<file path="config.mk">
export PLATFORM = sky130hd
export DESIGN_NAME = swm_unit
export DESIGN_NICKNAME = d
export VERILOG_FILES = /design/src/inc/swm_pkg.sv /design/src/verilog/swm_decode.sv /design/src/verilog/swm_unit.sv
export SDC_FILE = /design/constraint.sdc
export NUM_CORES = 1
export LEC_CHECK = 0
export BUFFER_PORTS_ARGS = -buffer_cell sky130_fd_sc_hd__buf_4
export CAP_MARGIN = 20
export CORE_MARGIN = 10
export CORE_UTILIZATION = 30
export CTS_BUF_LIST = sky130_fd_sc_hd__clkbuf_16
export DETAILED_ROUTE_END_ITERATION = 8
export PLACE_DENSITY = 0.52
export SLEW_MARGIN = 30
export SYNTH_ARGS = -nofsm -noshare
export SYNTH_HDL_FRONTEND = slang
export SYNTH_SLANG_ARGS = --single-unit
</file>
<file path="constraint.sdc">
create_clock -name i_clk -period 15.3 [get_ports i_clk]
set_clock_uncertainty 0.2 [all_clocks]
set_input_delay 3.06 -clock i_clk [delete_from_list [all_inputs] [get_ports i_clk]]
set_output_delay 3.06 -clock i_clk [all_outputs]
set_load 0.1 [all_outputs]
</file>
<file path="src/inc/swm_pkg.sv">
// package of constants and types for the signed word multiply and accumulator negate unit
package swm_pkg;
	// operation select
	typedef enum logic [1:0] {
		SWM_OP_NONE = 2'b00,
		SWM_OP_MULW = 2'b01,
		SWM_OP_NEGA = 2'b10
	} swm_op_t;
	// source kinds chosen by the middle field of the final opcode byte
	typedef enum logic [2:0] {
		SWM_SRC_REG = 3'b000,
		SWM_SRC_IMM = 3'b001,
		SWM_SRC_DIR = 3'b010,
		SWM_SRC_IDX = 3'b011,
		SWM_SRC_REL = 3'b100,
		SWM_SRC_IND = 3'b101,
		SWM_SRC_BAD = 3'b111
	} swm_src_t;
	// final opcode byte layout
	localparam int SWM_LOW_POS = 0;
	localparam int SWM_MID_POS = 3;
	localparam logic [2:0] SWM_MULW_LOW = 3'h2;
	// middle field codes
	localparam logic [2:0] SWM_RR_FIRST_PAIR = 3'h0;
	localparam logic [2:0] SWM_RR_EXT_WORD = 3'h2;
	localparam logic [2:0] SWM_RR_INDEX_HALF = 3'h4;
	localparam logic [2:0] SWM_MID_IMM_REL = 3'h6;
	localparam logic [2:0] SWM_XY_FIRST_INDEX = 3'h0;
	localparam logic [2:0] SWM_XY_SECOND_INDEX = 3'h2;
	// prefix selects the flavour of codes 000/010/110
	localparam logic [1:0] SWM_PFX_PLAIN = 2'h0;
	localparam logic [1:0] SWM_PFX_DD = 2'h1;
	localparam logic [1:0] SWM_PFX_FD = 2'h2;
	// data values
	localparam logic [7:0] SWM_ACC_MIN = 8'h80;
	localparam logic [7:0] SWM_ACC_ZERO = 8'h00;
	localparam int SWM_WORD_SIGN_POS = 15;
	// flag bit positions in the flag byte
	localparam int SWM_F_C = 0;
	localparam int SWM_F_N = 1;
	localparam int SWM_F_V = 2;
	localparam int SWM_F_H = 4;
	localparam int SWM_F_Z = 6;
	localparam int SWM_F_S = 7;
	// reset values and latency
	localparam logic [15:0] SWM_WORD_RESET = 16'h0000;
	localparam logic [7:0] SWM_BYTE_RESET = 8'h00;
	localparam int SWM_LATENCY_CYCLES = 1;
endpackage : swm_pkg

</file>
<file path="src/verilog/swm_decode.sv">
// decoder of the final opcode byte for the signed word multiply
`timescale 1ns/1ps
`default_nettype none
module swm_decode (
	input wire logic [7:0] i_opcode,
	input wire logic [1:0] i_prefix,
	output logic o_is_mulw,
	output swm_pkg::swm_src_t o_src,
	output logic o_ext_pair,
	output logic o_second_index
);
	wire logic [2:0] low_field = i_opcode[swm_pkg::SWM_LOW_POS +: 3];
	wire logic [2:0] mid_field = i_opcode[swm_pkg::SWM_MID_POS +: 3];
	wire logic plain = (i_prefix == swm_pkg::SWM_PFX_PLAIN);
	wire logic dd = (i_prefix == swm_pkg::SWM_PFX_DD);
	wire logic fd = (i_prefix == swm_pkg::SWM_PFX_FD);

	// the multiply family is marked by 010 in the low field
	assign o_is_mulw = (low_field == swm_pkg::SWM_MULW_LOW);
	// the prefix disambiguates codes that mean different sources
	assign o_src = !o_is_mulw ? swm_pkg::SWM_SRC_BAD :
		(plain && (mid_field == swm_pkg::SWM_RR_FIRST_PAIR ||
			mid_field == swm_pkg::SWM_RR_EXT_WORD)) ? swm_pkg::SWM_SRC_REG :
		(mid_field == swm_pkg::SWM_RR_INDEX_HALF) ? swm_pkg::SWM_SRC_REG :
		(fd && (mid_field == swm_pkg::SWM_XY_FIRST_INDEX ||
			mid_field == swm_pkg::SWM_XY_SECOND_INDEX)) ? swm_pkg::SWM_SRC_IDX :
		(fd && mid_field == swm_pkg::SWM_MID_IMM_REL) ? swm_pkg::SWM_SRC_IMM :
		(dd && mid_field == swm_pkg::SWM_MID_IMM_REL) ? swm_pkg::SWM_SRC_REL :
		(dd && mid_field == swm_pkg::SWM_RR_EXT_WORD) ? swm_pkg::SWM_SRC_DIR :
		(dd && mid_field == swm_pkg::SWM_RR_FIRST_PAIR) ? swm_pkg::SWM_SRC_IND :
		swm_pkg::SWM_SRC_BAD;
	assign o_ext_pair = (mid_field == swm_pkg::SWM_RR_EXT_WORD);
	assign o_second_index = (mid_field == swm_pkg::SWM_XY_SECOND_INDEX);
endmodule : swm_decode
`default_nettype wire

</file>
<file path="src/verilog/swm_unit.sv">
// signed word multiply and accumulator negate execution unit
// Contract
// - product upper half goes to extension word, lower half to primary word
// - both multiply operands are signed 16-bit; source comes from several modes
// - carry set when product falls outside signed 16-bit range
// - carry clear when upper word holds only sign copies
// - multiply sets sign and zero, clears overflow, keeps half-carry and subtract
// - register field 000 picks first general pair, 010 extension word
// - indexed field 000 picks first index plus displacement, 010 second index
// - accumulator negate replaces accumulator with its twos complement
// - accumulator 80 hex stays unchanged and sets overflow
// - negate sets sign and zero from result, always sets subtract
// - negate half-carry reflects borrow into bit 4
// - negate carry set when accumulator was nonzero before
`timescale 1ns/1ps
`default_nettype none
module swm_unit (
	input wire logic i_clk,
	input wire logic i_rst_n,
	input wire logic i_ce,
	input wire logic i_start,
	input wire logic i_neg_acc,
	input wire logic [7:0] i_opcode,
	input wire logic [1:0] i_prefix,
	input wire logic [15:0] i_primary_word,
	input wire logic [15:0] i_first_general_pair,
	input wire logic [15:0] i_extension_word,
	input wire logic [15:0] i_index_half,
	input wire logic [15:0] i_mem_word,
	input wire logic [15:0] i_first_index,
	input wire logic [15:0] i_second_index,
	input wire logic [15:0] i_disp,
	input wire logic [7:0] i_acc,
	input wire logic [7:0] i_flags,
	output logic o_done,
	output logic o_illegal,
	output logic o_word_we,
	output logic [15:0] o_primary_word,
	output logic [15:0] o_extension_word,
	output logic o_acc_we,
	output logic [7:0] o_acc,
	output logic [7:0] o_flags,
	output logic o_addr_valid,
	output logic [15:0] o_addr
);
	// decoded source of the multiply
	swm_pkg::swm_src_t src;
	logic is_mulw;
	logic ext_pair;
	logic second_index;

	swm_decode u_dec (
		.i_opcode(i_opcode),
		.i_prefix(i_prefix),
		.o_is_mulw(is_mulw),
		.o_src(src),
		.o_ext_pair(ext_pair),
		.o_second_index(second_index)
	);

	// operand selection; memory forms take the word the fetch path supplies
	wire logic [15:0] reg_operand = (src == swm_pkg::SWM_SRC_REG &&
		i_prefix != swm_pkg::SWM_PFX_PLAIN) ? i_index_half :
		ext_pair ? i_extension_word : i_first_general_pair;
	wire logic [15:0] src_word = (src == swm_pkg::SWM_SRC_REG) ? reg_operand :
		i_mem_word;
	wire logic [15:0] index_base = second_index ? i_second_index : i_first_index;
	wire logic [15:0] eff_addr = index_base + i_disp;
	wire logic mul_go = i_start && !i_neg_acc && is_mulw &&
		(src != swm_pkg::SWM_SRC_BAD);
	wire logic bad_go = i_start && !i_neg_acc && !mul_go;

	// signed product and its range check
	wire logic signed [31:0] product = $signed(i_primary_word) * $signed(src_word);
	wire logic [15:0] prod_hi = product[31:16];
	wire logic [15:0] prod_lo = product[15:0];
	wire logic fits_low = (prod_hi == {16{prod_lo[swm_pkg::SWM_WORD_SIGN_POS]}});
	wire logic [7:0] mul_flags;
	assign mul_flags[swm_pkg::SWM_F_S] = product[31];
	assign mul_flags[swm_pkg::SWM_F_Z] = (product == 32'sh0000_0000);
	assign mul_flags[5] = i_flags[5];
	assign mul_flags[swm_pkg::SWM_F_H] = i_flags[swm_pkg::SWM_F_H];
	assign mul_flags[3] = i_flags[3];
	assign mul_flags[swm_pkg::SWM_F_V] = 1'b0;
	assign mul_flags[swm_pkg::SWM_F_N] = i_flags[swm_pkg::SWM_F_N];
	assign mul_flags[swm_pkg::SWM_F_C] = !fits_low;

	// accumulator negate: 0 - a, borrow into bit 4 comes from low nibble
	wire logic [7:0] neg_res = 8'h00 - i_acc;
	wire logic [7:0] neg_flags;
	assign neg_flags[swm_pkg::SWM_F_S] = neg_res[7];
	assign neg_flags[swm_pkg::SWM_F_Z] = (neg_res == swm_pkg::SWM_ACC_ZERO);
	assign neg_flags[5] = i_flags[5];
	assign neg_flags[swm_pkg::SWM_F_H] = (i_acc[3:0] != 4'h0);
	assign neg_flags[3] = i_flags[3];
	// overflow only for the most negative value, which negates to itself
	assign neg_flags[swm_pkg::SWM_F_V] = (i_acc == swm_pkg::SWM_ACC_MIN);
	assign neg_flags[swm_pkg::SWM_F_N] = 1'b1;
	assign neg_flags[swm_pkg::SWM_F_C] = (i_acc != swm_pkg::SWM_ACC_ZERO);

	wire logic neg_go = i_start && i_neg_acc;

	// result registers, one cycle after the start pulse
	always_ff @(posedge i_clk) begin
		if (!i_rst_n) begin
			o_done <= 1'b0;
			o_illegal <= 1'b0;
			o_word_we <= 1'b0;
			o_acc_we <= 1'b0;
			o_primary_word <= swm_pkg::SWM_WORD_RESET;
			o_extension_word <= swm_pkg::SWM_WORD_RESET;
			o_acc <= swm_pkg::SWM_BYTE_RESET;
			o_flags <= swm_pkg::SWM_BYTE_RESET;
			o_addr_valid <= 1'b0;
			o_addr <= swm_pkg::SWM_WORD_RESET;
		end else if (i_ce) begin
			o_done <= mul_go || neg_go;
			o_illegal <= bad_go;
			o_word_we <= mul_go;
			o_acc_we <= neg_go;
			o_addr_valid <= mul_go && (src == swm_pkg::SWM_SRC_IDX);
			if (mul_go) begin
				o_extension_word <= prod_hi;
				o_primary_word <= prod_lo;
				o_flags <= mul_flags;
				o_addr <= eff_addr;
			end
			if (neg_go) begin
				o_acc <= neg_res;
				o_flags <= neg_flags;
			end
		end
	end

	// checks
	mul_result_a: assert property (@(posedge i_clk) disable iff (!i_rst_n)
		i_ce && mul_go |=> o_word_we && $signed({o_extension_word, o_primary_word}) ==
			$signed($past(i_primary_word)) * $signed($past(src_word)))
		else $error("multiply result misplaced");
	mul_carry_a: assert property (@(posedge i_clk) disable iff (!i_rst_n)
		i_ce && mul_go |=> o_flags[swm_pkg::SWM_F_C] ==
			(o_extension_word != {16{o_primary_word[15]}}))
		else $error("multiply carry wrong");
	mul_nocarry_a: assert property (@(posedge i_clk) disable iff (!i_rst_n)
		i_ce && mul_go && fits_low |=> !o_flags[swm_pkg::SWM_F_C])
		else $error("multiply carry not cleared");
	mul_flags_a: assert property (@(posedge i_clk) disable iff (!i_rst_n)
		i_ce && mul_go |=> !o_flags[swm_pkg::SWM_F_V] &&
			o_flags[swm_pkg::SWM_F_H] == $past(i_flags[swm_pkg::SWM_F_H]) &&
			o_flags[swm_pkg::SWM_F_S] == o_extension_word[15])
		else $error("multiply flags wrong");
	reg_select_a: assert property (@(posedge i_clk) disable iff (!i_rst_n)
		src == swm_pkg::SWM_SRC_REG && i_prefix == swm_pkg::SWM_PFX_PLAIN &&
		i_opcode[5:3] == swm_pkg::SWM_RR_EXT_WORD |-> src_word == i_extension_word)
		else $error("register pair select wrong");
	idx_select_a: assert property (@(posedge i_clk) disable iff (!i_rst_n)
		i_ce && mul_go && src == swm_pkg::SWM_SRC_IDX && i_opcode[5:3] == 3'h2
		|=> o_addr_valid && o_addr == $past(i_second_index) + $past(i_disp))
		else $error("index select wrong");
	neg_result_a: assert property (@(posedge i_clk) disable iff (!i_rst_n)
		i_ce && neg_go |=> o_acc_we && o_acc + $past(i_acc) == 8'h00 &&
			o_flags[swm_pkg::SWM_F_N])
		else $error("negate result wrong");
	neg_min_a: assert property (@(posedge i_clk) disable iff (!i_rst_n)
		i_ce && neg_go && i_acc == 8'h80 |=> o_acc == 8'h80 &&
			o_flags[swm_pkg::SWM_F_V])
		else $error("negate of 80 wrong");
	neg_sz_a: assert property (@(posedge i_clk) disable iff (!i_rst_n)
		i_ce && neg_go |=> o_flags[swm_pkg::SWM_F_S] == o_acc[7] &&
			o_flags[swm_pkg::SWM_F_Z] == (o_acc == 8'h00))
		else $error("negate sign or zero wrong");
	neg_half_a: assert property (@(posedge i_clk) disable iff (!i_rst_n)
		i_ce && neg_go |=> o_flags[swm_pkg::SWM_F_H] == ($past(i_acc[3:0]) != 4'h0))
		else $error("negate half carry wrong");
	neg_carry_a: assert property (@(posedge i_clk) disable iff (!i_rst_n)
		i_ce && neg_go |=> o_flags[swm_pkg::SWM_F_C] == ($past(i_acc) != 8'h00))
		else $error("negate carry wrong");
	mul_decode_a: assert property (@(posedge i_clk) disable iff (!i_rst_n)
		i_ce && i_start && !i_neg_acc && i_opcode[2:0] != 3'h2 |=> o_illegal && !o_word_we)
		else $error("multiply decode wrong");
endmodule : swm_unit
`default_nettype wire

</file>
==> flow_summary.toml, run 1 <==
[layout]
fillers = 4980
final_cell_area_um2 = 17100
diodes = 0
final_layout_size_suffix_gt1_share_pct = 16.0
layout.nets = 2411
area_delta_synth_final_pct = 17.9
utilization_pct = 35.8

[yosys]
synthCells = 1714
synth_area_leaders = "fa_1 36%, dfxtp_1 9.5%, ha_1 8.5%, inv_1 8.3%, nand2_1 6.0%"
synth.yosys.seq_area_share_pct = 9.54
synth_nets = 2234
syn_area_per_cell_um2 = 8.45
ys_async_sr_fraction_pct = 0
ys_warn_count = 0
synth_ff_type = "dfxtp_1"
ys_ff_latch = 69
synth_enable_flop_cells = 0
yosysTopAreaCell = "fa_1"
synth_top_area_share_pct = 36.4
yosys.cell_types.count = 70
synth_area_um2 = 14500

[sta]
timing.slew.headroom_pct = 34.4
finalHoldViolCount = 0
setup_violations = 0
min_period_ns = 11.12
setup_slack_ns = 4.18
slew_violations = 0
fin_crit_sh_pct = 72.7
worst_slew_pin_slew_ns = 0.984
fmax_mhz = 89.9
rsz0062_at_grt = "no"
setup_tns_ns = 0

[cts]
post_cts_buffers = 0
worstSkewPairLatency_ns = 0.33
cts_max_level = 3
cts_inserted_buffers = 9
clk_pin_slew_ns = 0.06
cts_tree = "done"
cts_hold_buf = 0
cts_resized = 0
clock-sinks = 69
clk_path_buf_depth = 2
cts_root_buf = "clkbuf_16"

[detailed_routing]
post_drt_wl_per_cell_um = 16.9
dr.pass1.iters = 5
totalWireLength_um = 42300
antenna_left = 0
vias = 11900
drc = 0
drt_iter0_markers = 480
vias_per_cell = 4.76

[min_path]
worstHoldEndpoint = "o_addr[0]"
hold_depth = 2
worstHoldStart = "o_addr[0]"
holdCritPathClass = "flip-flop to flip-flop"

[die]
die_area_um2 = 57500
rows = 80
start_util_pct = 30.3
die_x_um = 240
fp.dieH_um = 240
core_area_um2 = 47700
ios = 228

[worst_setup_path]
cp-start-kind = "input port"
required_ns = 15.31
r2r-end = "o_flags[1]"
arrival_ns = 11.13
cp-end-kind = "flip-flop"
r2r_slack_ns = 14.36
rr_worst_depth = 2
cp_max_fo = 32
worstSetupPathType = "input port to flip-flop"
rr_startpoint = "o_flags[1]"

[global_route]
grt-ovfl-total = 0
grt_pass1_vias = 13100
grt_pass1_wl_um = 68900
antenna_found_initial = 0
grt_max_degree = 68
track_usage_pct = 14.9

[status]
status = "finished clean"

[place]
place.gp.congestion = 0.826
place_area_um2 = 16800
hpwl_um = 34900
io_buffers = 221
dp_slack_ns = 3.87

[job]
cap_violations = 0
==> cell type report <==
cell class / count / area (um^2) / area share, %
multi-input combinational: 1254 / 11700 / 68.2
timing repair buffer: 237 / 1780 / 10.4
sequential: 69 / 1380 / 8.09
inverter: 320 / 1200 / 7.05
tap: 615 / 769 / 4.51
clock buffer: 9 / 225 / 1.32
clock inverter: 6 / 65.1 / 0.381
==> cell families (layout without fill, tap and decap cells) <==
family / Yosys count / in the layout / share of synthesized area, %
mux: 35 / 35 / 2.56
simple gates: 571 / 571 / 19.4
fa+ha+maj: 361 / 361 / 44.8
compound gates: 236 / 236 / 10.3
xor+xnor: 51 / 51 / 3.08
flops: 69 / 69 / 9.54
buf+inv: 391 / 572 / 10.3
==> worst max-delay path by stage <==
| stage | startpoint | end | slack (ns) | cells past startpoint |
|---|---|---|---|---|
| final | i_opcode[3] | o_flags[0] | 4.18 | 26 |
| after global routing | i_opcode[3] | o_flags[0] | 3.72 | 26 |
| after CTS | i_opcode[3] | o_flags[0] | 4.20 | 26 |
| after detailed placement | i_opcode[3] | o_flags[0] | 3.87 | 28 |
| after global placement | i_opcode[3] | o_flags[0] | 3.88 | 26 |
| after floorplan | i_opcode[3] | o_flags[0] | 4.53 | 28 |
==> worst max-delay path, cell delays in order <==
cell,delay (ns)
buf_4,0.13
or4b_4,0.56
o21bai_4,0.38
a211oi_1,0.30
a21oi_1,0.08
buf_4,0.25
nand2b_1,0.25
fa_1,0.56
inv_1,0.06
fa_1,0.74
inv_1,0.17
fa_1,0.51
fa_1,0.57
fa_1,0.43
fa_1,0.49
inv_1,0.04
ha_1,0.40
a21oi_2,0.26
o31ai_4,0.10
o211ai_1,0.23
nand3b_1,0.20
o2111ai_1,0.37
a21oi_1,0.15
or4_1,0.51
o21ai_1,0.19
a31oi_1,0.10
==> cell usage in the layout (no fill, tap or decap), drive strengths merged, types with 4 or more instances in the layout <==
cell type	synthesis	final
dfxtp	69	69
clkbuf	53	9
o21a	4	4
mux2	16	16
or3	9	9
o21ai	48	48
and2	47	47
a31oi	8	8
nand2	233	233
o31ai	6	6
mux2i	19	19
nor2b	70	70
nand4	10	10
nor3	17	17
a21oi	103	103
a211oi	19	19
o211ai	12	12
or4	4	4
nand3	23	23
ha	98	98
buf	18	237
nor2	79	79
a21o	9	9
xnor2	36	36
nand3b	6	6
and2b	5	5
nor4	11	11
xor2	15	15
nand2b	28	28
fa	263	263
and3	8	8
or2	8	8
inv	320	320
nor3b	6	6
==> synthesized netlist by cell type (3+ instances only) <==
master     count
fa_1         263
xnor2_1       36
nor2b_1       70
o211ai_1      10
nand2_1      233
buf_2         14
or2_2          8
nor3b_1        5
a21o_1         9
buf_1          3
mux2i_1       19
a31oi_1        7
dfxtp_1       69
a21oi_1       98
o21a_1         4
nor4_1        10
inv_1        319
nand4b_1       3
nor3_1        17
and3_1         8
xor2_1        15
nand3b_1       6
a211oi_2       3
or3_1          9
ha_1          98
nand2b_1      28
and2b_1        5
o21ai_0       31
or4_1          4
a211oi_1      16
nand3_1       22
a211o_1        3
o2111ai_1      3
clkbuf_1      52
o21ai_1       17
nor2_1        78
nand4_1       10
and2_1        47
mux2_2        16
a21oi_2        5
o31ai_1        5
==> sequential cells by signal (all words and copies together) (netlist names) <==
register	cells
o_addr	16
o_word_we	1
o_flags	8
o_addr_valid	1
o_primary_word	16
o_acc_we	1
o_extension_word	16
o_illegal	1
o_done	1
o_acc	8
==> metrics by stage <==
step / instances / hold slack [ns]
after detailed placement: 2495 / 0.247
after floorplan: 1714 / 0.679
after CTS: 2510 / 0.256
after global placement: 2495 / 0.241
after global routing: 2510 / 0.266
final: 2510 / 0.252
==> routing by layer <==
layer	part of all wire (%)	wire, um	up-vias	GRT usage (%)
met3	3.9	1670	36	1.79
met2	53	22400	200	28.1
met5	0	0	-	0
li1	-	-	5734	-
met1	41	17600	5973	17.7
met4	1.6	684	0	2.64
Power of run 1 is left out: the tool's default activity adds up to more than one toggle a clock period on the data nets, which glitch-free logic cannot reach.
==> run 2, diff against run 1 <==
--- a/config.mk
+++ b/config.mk
@@ -11,7 +11,7 @@
 export CORE_UTILIZATION = 30
 export CTS_BUF_LIST = sky130_fd_sc_hd__clkbuf_16
 export DETAILED_ROUTE_END_ITERATION = 8
-export PLACE_DENSITY = 0.52
+export PLACE_DENSITY = 0.53
 export SLEW_MARGIN = 30
 export SYNTH_ARGS = -nofsm -noshare
 export SYNTH_HDL_FRONTEND = slang
==> constraint.sdc (replaced) <==
create_clock -name i_clk -period 8.9 [get_ports i_clk]
set_clock_uncertainty 0.2 [all_clocks]
set_input_delay 1.78 -clock i_clk [delete_from_list [all_inputs] [get_ports i_clk]]
set_output_delay 1.78 -clock i_clk [all_outputs]
set_load 0.1 [all_outputs]
==> flow_summary.toml, run 2 (same netlist as run 1, synthesis figures left out) <==
[global_route]
track_usage_pct = 15.6
grt-ovfl-total = 0
grt_pass1_vias = 13900
grt_pass1_wl_um = 72700
grt_max_degree = 53
antenna_found_initial = 0

[layout]
multi_input_area_um2 = 12300
final_layout_size_suffix_gt1_share_pct = 28.4
fillers = 4793
area_delta_synth_final_pct = 34.0
ff_latch_area_um2 = 1380
most-common-layout-cells = "402 x buf_4, 311 x inv_1, 258 x fa_1, 225 x nand2_1, 87 x a21oi_1"
utilization_pct = 40.7
final_common_cell = "buf_4"
layout.nets = 2608
diodes = 0
top_regs = "o_addr (16), o_extension_word (16), o_primary_word (16)"

[sta]
timing.slew.headroom_pct = 42.8
setup_slack_ns = -0.0923
finalHoldViolCount = 0
fmax_mhz = 111
rsz0062_at_grt = "yes"
setup_tns_ns = -0.0988
min_period_ns = 8.99
setup_violations = 2
worst_slew_pin_slew_ns = 0.850
fin_crit_sh_pct = 101
slew_violations = 0

[cts]
clk_pin_slew_ns = 0.05
cts_root_buf = "clkbuf_16"
clk_path_buf_depth = 2
worstSkewPairLatency_ns = 0.34
cts_max_level = 3
clock-sinks = 69
cts_tree = "done"
cts_hold_buf = 0
cts_inserted_buffers = 9

[die]
core_area_um2 = 47700
fp.dieH_um = 240
die_area_um2 = 57500
ios = 228
rows = 80
die_x_um = 240
start_util_pct = 30.3

[status]
status = "complete, but fails checks"
violations = "negative setup slack"

[min_path]
hold_depth = 2
worstHoldEndpoint = "o_addr[7]"
holdCritPathClass = "flip-flop to flip-flop"
worstHoldStart = "o_addr[7]"

[worst_setup_path]
r2r-end = "o_flags[0]"
rr_startpoint = "o_flags[0]"
r2r_slack_ns = 7.93
worstSetupPathType = "input port to flip-flop"
rr_worst_depth = 2
cp-end-kind = "flip-flop"
required_ns = 8.91
max_stage_delay_ns = 0.58
cp_slowest_cell = "fa_1"
arrival_ns = 9.00
cp-start-kind = "input port"
cp_max_fo = 7
critPathMostFrequentCell = "fa_1"

[detailed_routing]
totalWireLength_um = 44500
drt_iter0_markers = 533
vias_per_cell = 4.70
drc = 0
post_drt_wl_per_cell_um = 16.4
dr.pass1.iters = 7
vias = 12700
antenna_left = 0

[place]
io_buffers = 221
hpwl_um = 36700
place.gp.congestion = 0.845

[job]
cap_violations = 0
-- run 2: cell count changes in the layout (fill, tap and decap cells not counted), sizes merged --
| cell | previous run | this run |
|---|---|---|
| clkbuf | 9 | 12 |
| buf | 237 | 429 |
| bufinv | 1 | 0 |
| o21bai | 3 | 4 |
| o21ai | 48 | 49 |
-- run 2: worst max path at each step --
| stage | start | end | slack [ns] | cells past startpoint |
|---|---|---|---|---|
| final | i_opcode[0] | o_flags[0] | -0.09 | 27 |
| after global routing | i_opcode[2] | o_flags[0] | -0.33 | 28 |
| after CTS | i_opcode[0] | o_flags[6] | -0.03 | 26 |
| after detailed placement | i_opcode[3] | o_flags[6] | -0.57 | 28 |
| after global placement | i_opcode[3] | o_flags[0] | -0.50 | 26 |
| after floorplan | i_opcode[3] | o_flags[0] | -0.05 | 28 |
-- run 2: metrics by stage --
step           setup slack (ns)  std cells  area, um^2  hold WS [ns]
4_1_cts                 -0.0323       2685       19000         0.252
2_1_floorplan           -0.0489       1714       14700         0.679
5_1_grt                  -0.332       2706       19400         0.264
3_5_place_dp             -0.574       2659       18300         0.244
3_3_place_gp             -0.500       2659       18300         0.241
6_report                -0.0923       2706       19400         0.250
-- run 2: final cells by class --
cell class              instances  area share [%]
well taps                     615            3.96
repair buffers                432            18.3
clock inverters                 5           0.155
clock buffers                   9            1.16
multi-input cells            1256            63.2
flip-flops and latches         69            7.11
inverters                     320            6.19
-- run 2: repair_timing --
item                       CTS  global route
pin swaps                    9            54
cloned                       3             2
resized for setup           50            56
setup buffers                9            19
setup endpoints to repair    4             9
-- run 2: metal layers --
| layer | share of wire (%) | GRT usage, % | vias to the layer above |
|---|---|---|---|
| met3 | 3.7 | 1.61 | 26 |
| met5 | 0 | 0 | - |
| met4 | 0.92 | 1.85 | 0 |
| li1 | - | - | 6115 |
| met1 | 41 | 18.6 | 6366 |
| met2 | 55 | 29.9 | 198 |
-- run 2: worst max-delay path, delay by kind of cell --
kind | cells | cell delay [ns]
simple gates | 6 | 1.73
buf+inv | 7 | 0.91
fa+ha+maj | 7 | 3.42
compound gates | 7 | 1.15
Power of run 2 is left out for the same reason.
==> run 3, diff against run 2 <==
--- a/config.mk
+++ b/config.mk
@@ -5,13 +5,13 @@
 export SDC_FILE = /design/constraint.sdc
 export NUM_CORES = 1
 export LEC_CHECK = 0
-export BUFFER_PORTS_ARGS = -buffer_cell sky130_fd_sc_hd__buf_4
 export CAP_MARGIN = 20
 export CORE_MARGIN = 10
 export CORE_UTILIZATION = 30
 export CTS_BUF_LIST = sky130_fd_sc_hd__clkbuf_16
 export DETAILED_ROUTE_END_ITERATION = 8
-export PLACE_DENSITY = 0.53
+export DONT_BUFFER_PORTS = 1
+export PLACE_DENSITY = 0.49
 export SLEW_MARGIN = 30
 export SYNTH_ARGS = -nofsm -noshare
 export SYNTH_HDL_FRONTEND = slang
==> flow_summary.toml, run 3 (same netlist as run 1, synthesis figures left out) <==
[sta]
setup_violations = 0
rsz0062_at_grt = "yes"
finalHoldViolCount = 0
worst_slew_pin_slew_ns = 1.04
setup_tns_ns = 0
fin_crit_sh_pct = 99.8
min_period_ns = 8.88
setup_slack_ns = 0.0220
slew_violations = 0
fmax_mhz = 113
timing.slew.headroom_pct = 30.8

[global_route]
grt_max_degree = 68
grt_pass1_vias = 12700
track_usage_pct = 14.9
grt_pass1_wl_um = 68600
antenna_found_initial = 0
grt-ovfl-total = 0

[layout]
utilization_pct = 36.5
final_cell_area_um2 = 17400
area_delta_synth_final_pct = 20.3
most-common-layout-cells = "313 x inv_1, 255 x fa_1, 228 x nand2_1, 168 x buf_4, 85 x a21oi_1"
layout.nets = 2361
final_layout_size_suffix_gt1_share_pct = 19.0
fillers = 4964
top_regs = "o_addr (16), o_extension_word (16), o_primary_word (16)"
final_common_cell = "inv_1"
diodes = 0

[worst_setup_path]
crit_buf_inv = 7
critical-path-top-delay-family = "adder cells"
arrival_ns = 8.88
critPathMostFrequentCell = "fa_1"
max_stage_delay_ns = 0.58
cp-start-kind = "input port"
cp-end-kind = "flip-flop"
worstSetupPathType = "input port to flip-flop"
required_ns = 8.91
cp_max_fo = 6
cp_slowest_cell = "or4b_4"

[place]
dp_slack_ns = -0.481
hpwl_um = 35700
io_buffers = 0
place.gp.congestion = 0.828
place_area_um2 = 16500

[cts]
worstSkewPairLatency_ns = 0.33
cts_max_level = 3
clk_pin_slew_ns = 0.06
clk_path_buf_depth = 2
cts_root_buf = "clkbuf_16"
cts_hold_buf = 0
cts_inserted_buffers = 9
clock-sinks = 69
cts_tree = "done"

[die]
core_area_um2 = 47700
fp.dieH_um = 240
die_x_um = 240
ios = 228
start_util_pct = 30.3
rows = 80
die_area_um2 = 57500

[detailed_routing]
vias = 11800
post_drt_wl_per_cell_um = 17.5
totalWireLength_um = 43200
drt_iter0_markers = 473
vias_per_cell = 4.80
drc = 0
dr.pass1.iters = 4
antenna_left = 0

[status]
status = "finished clean"

[min_path]
holdCritPathClass = "flip-flop to flip-flop"

[job]
cap_violations = 0
run 3: tightest hold or removal path, stage by stage, from the launching register on:
cell and delay, ns:
dfxtp_2 0.49, nand2_1 0.13, a21oi_1 0.07
run 3: worst paths after layout:
check                 startpoint  slack [ns]  cells past startpoint                  end
min          o_extension_word[8]        0.53                      2  o_extension_word[8]
max                  i_opcode[3]        0.02                     27           o_flags[0]
max reg2reg           o_flags[0]        7.12                      2           o_flags[0]
min reg2reg  o_extension_word[8]        0.53                      2  o_extension_word[8]
run 3: area by class of cell:
type	instances	area [um^2]	area share, %
well taps	615	769	4.41
multi-input cells	1256	12300	70.3
clock buffers	9	225	1.29
clock inverters	7	67.6	0.388
inverters	320	1200	6.91
flip-flops and latches	69	1390	8.00
repair buffers	185	1520	8.71
run 3: per-stage QoR:
| step | instances | hold slack [ns] |
|---|---|---|
| finish | 2461 | 0.530 |
| CTS | 2452 | 0.542 |
| global placement | 2428 | 0.706 |
| floorplan | 1714 | 0.679 |
| detailed placement | 2428 | 0.528 |
| global route | 2461 | 0.563 |
run 3: per-layer routing:
metal	vias up	GRT usage, %	share of wire [%]
met5	-	0	0
met4	0	2.22	1.3
met3	35	1.32	3.6
met2	167	28.8	55
met1	5997	17.6	40
li1	5622	-	-
run 3: timing repair:
| item | CTS | global route |
|---|---|---|
| pin swaps | 8 | 43 |
| gates resized for setup | 32 | 67 |
| gates cloned | 1 | 1 |
| setup buffers | 7 | 9 |
| setup endpoints to repair | 4 | 8 |
Power of run 3 is left out for the same reason.
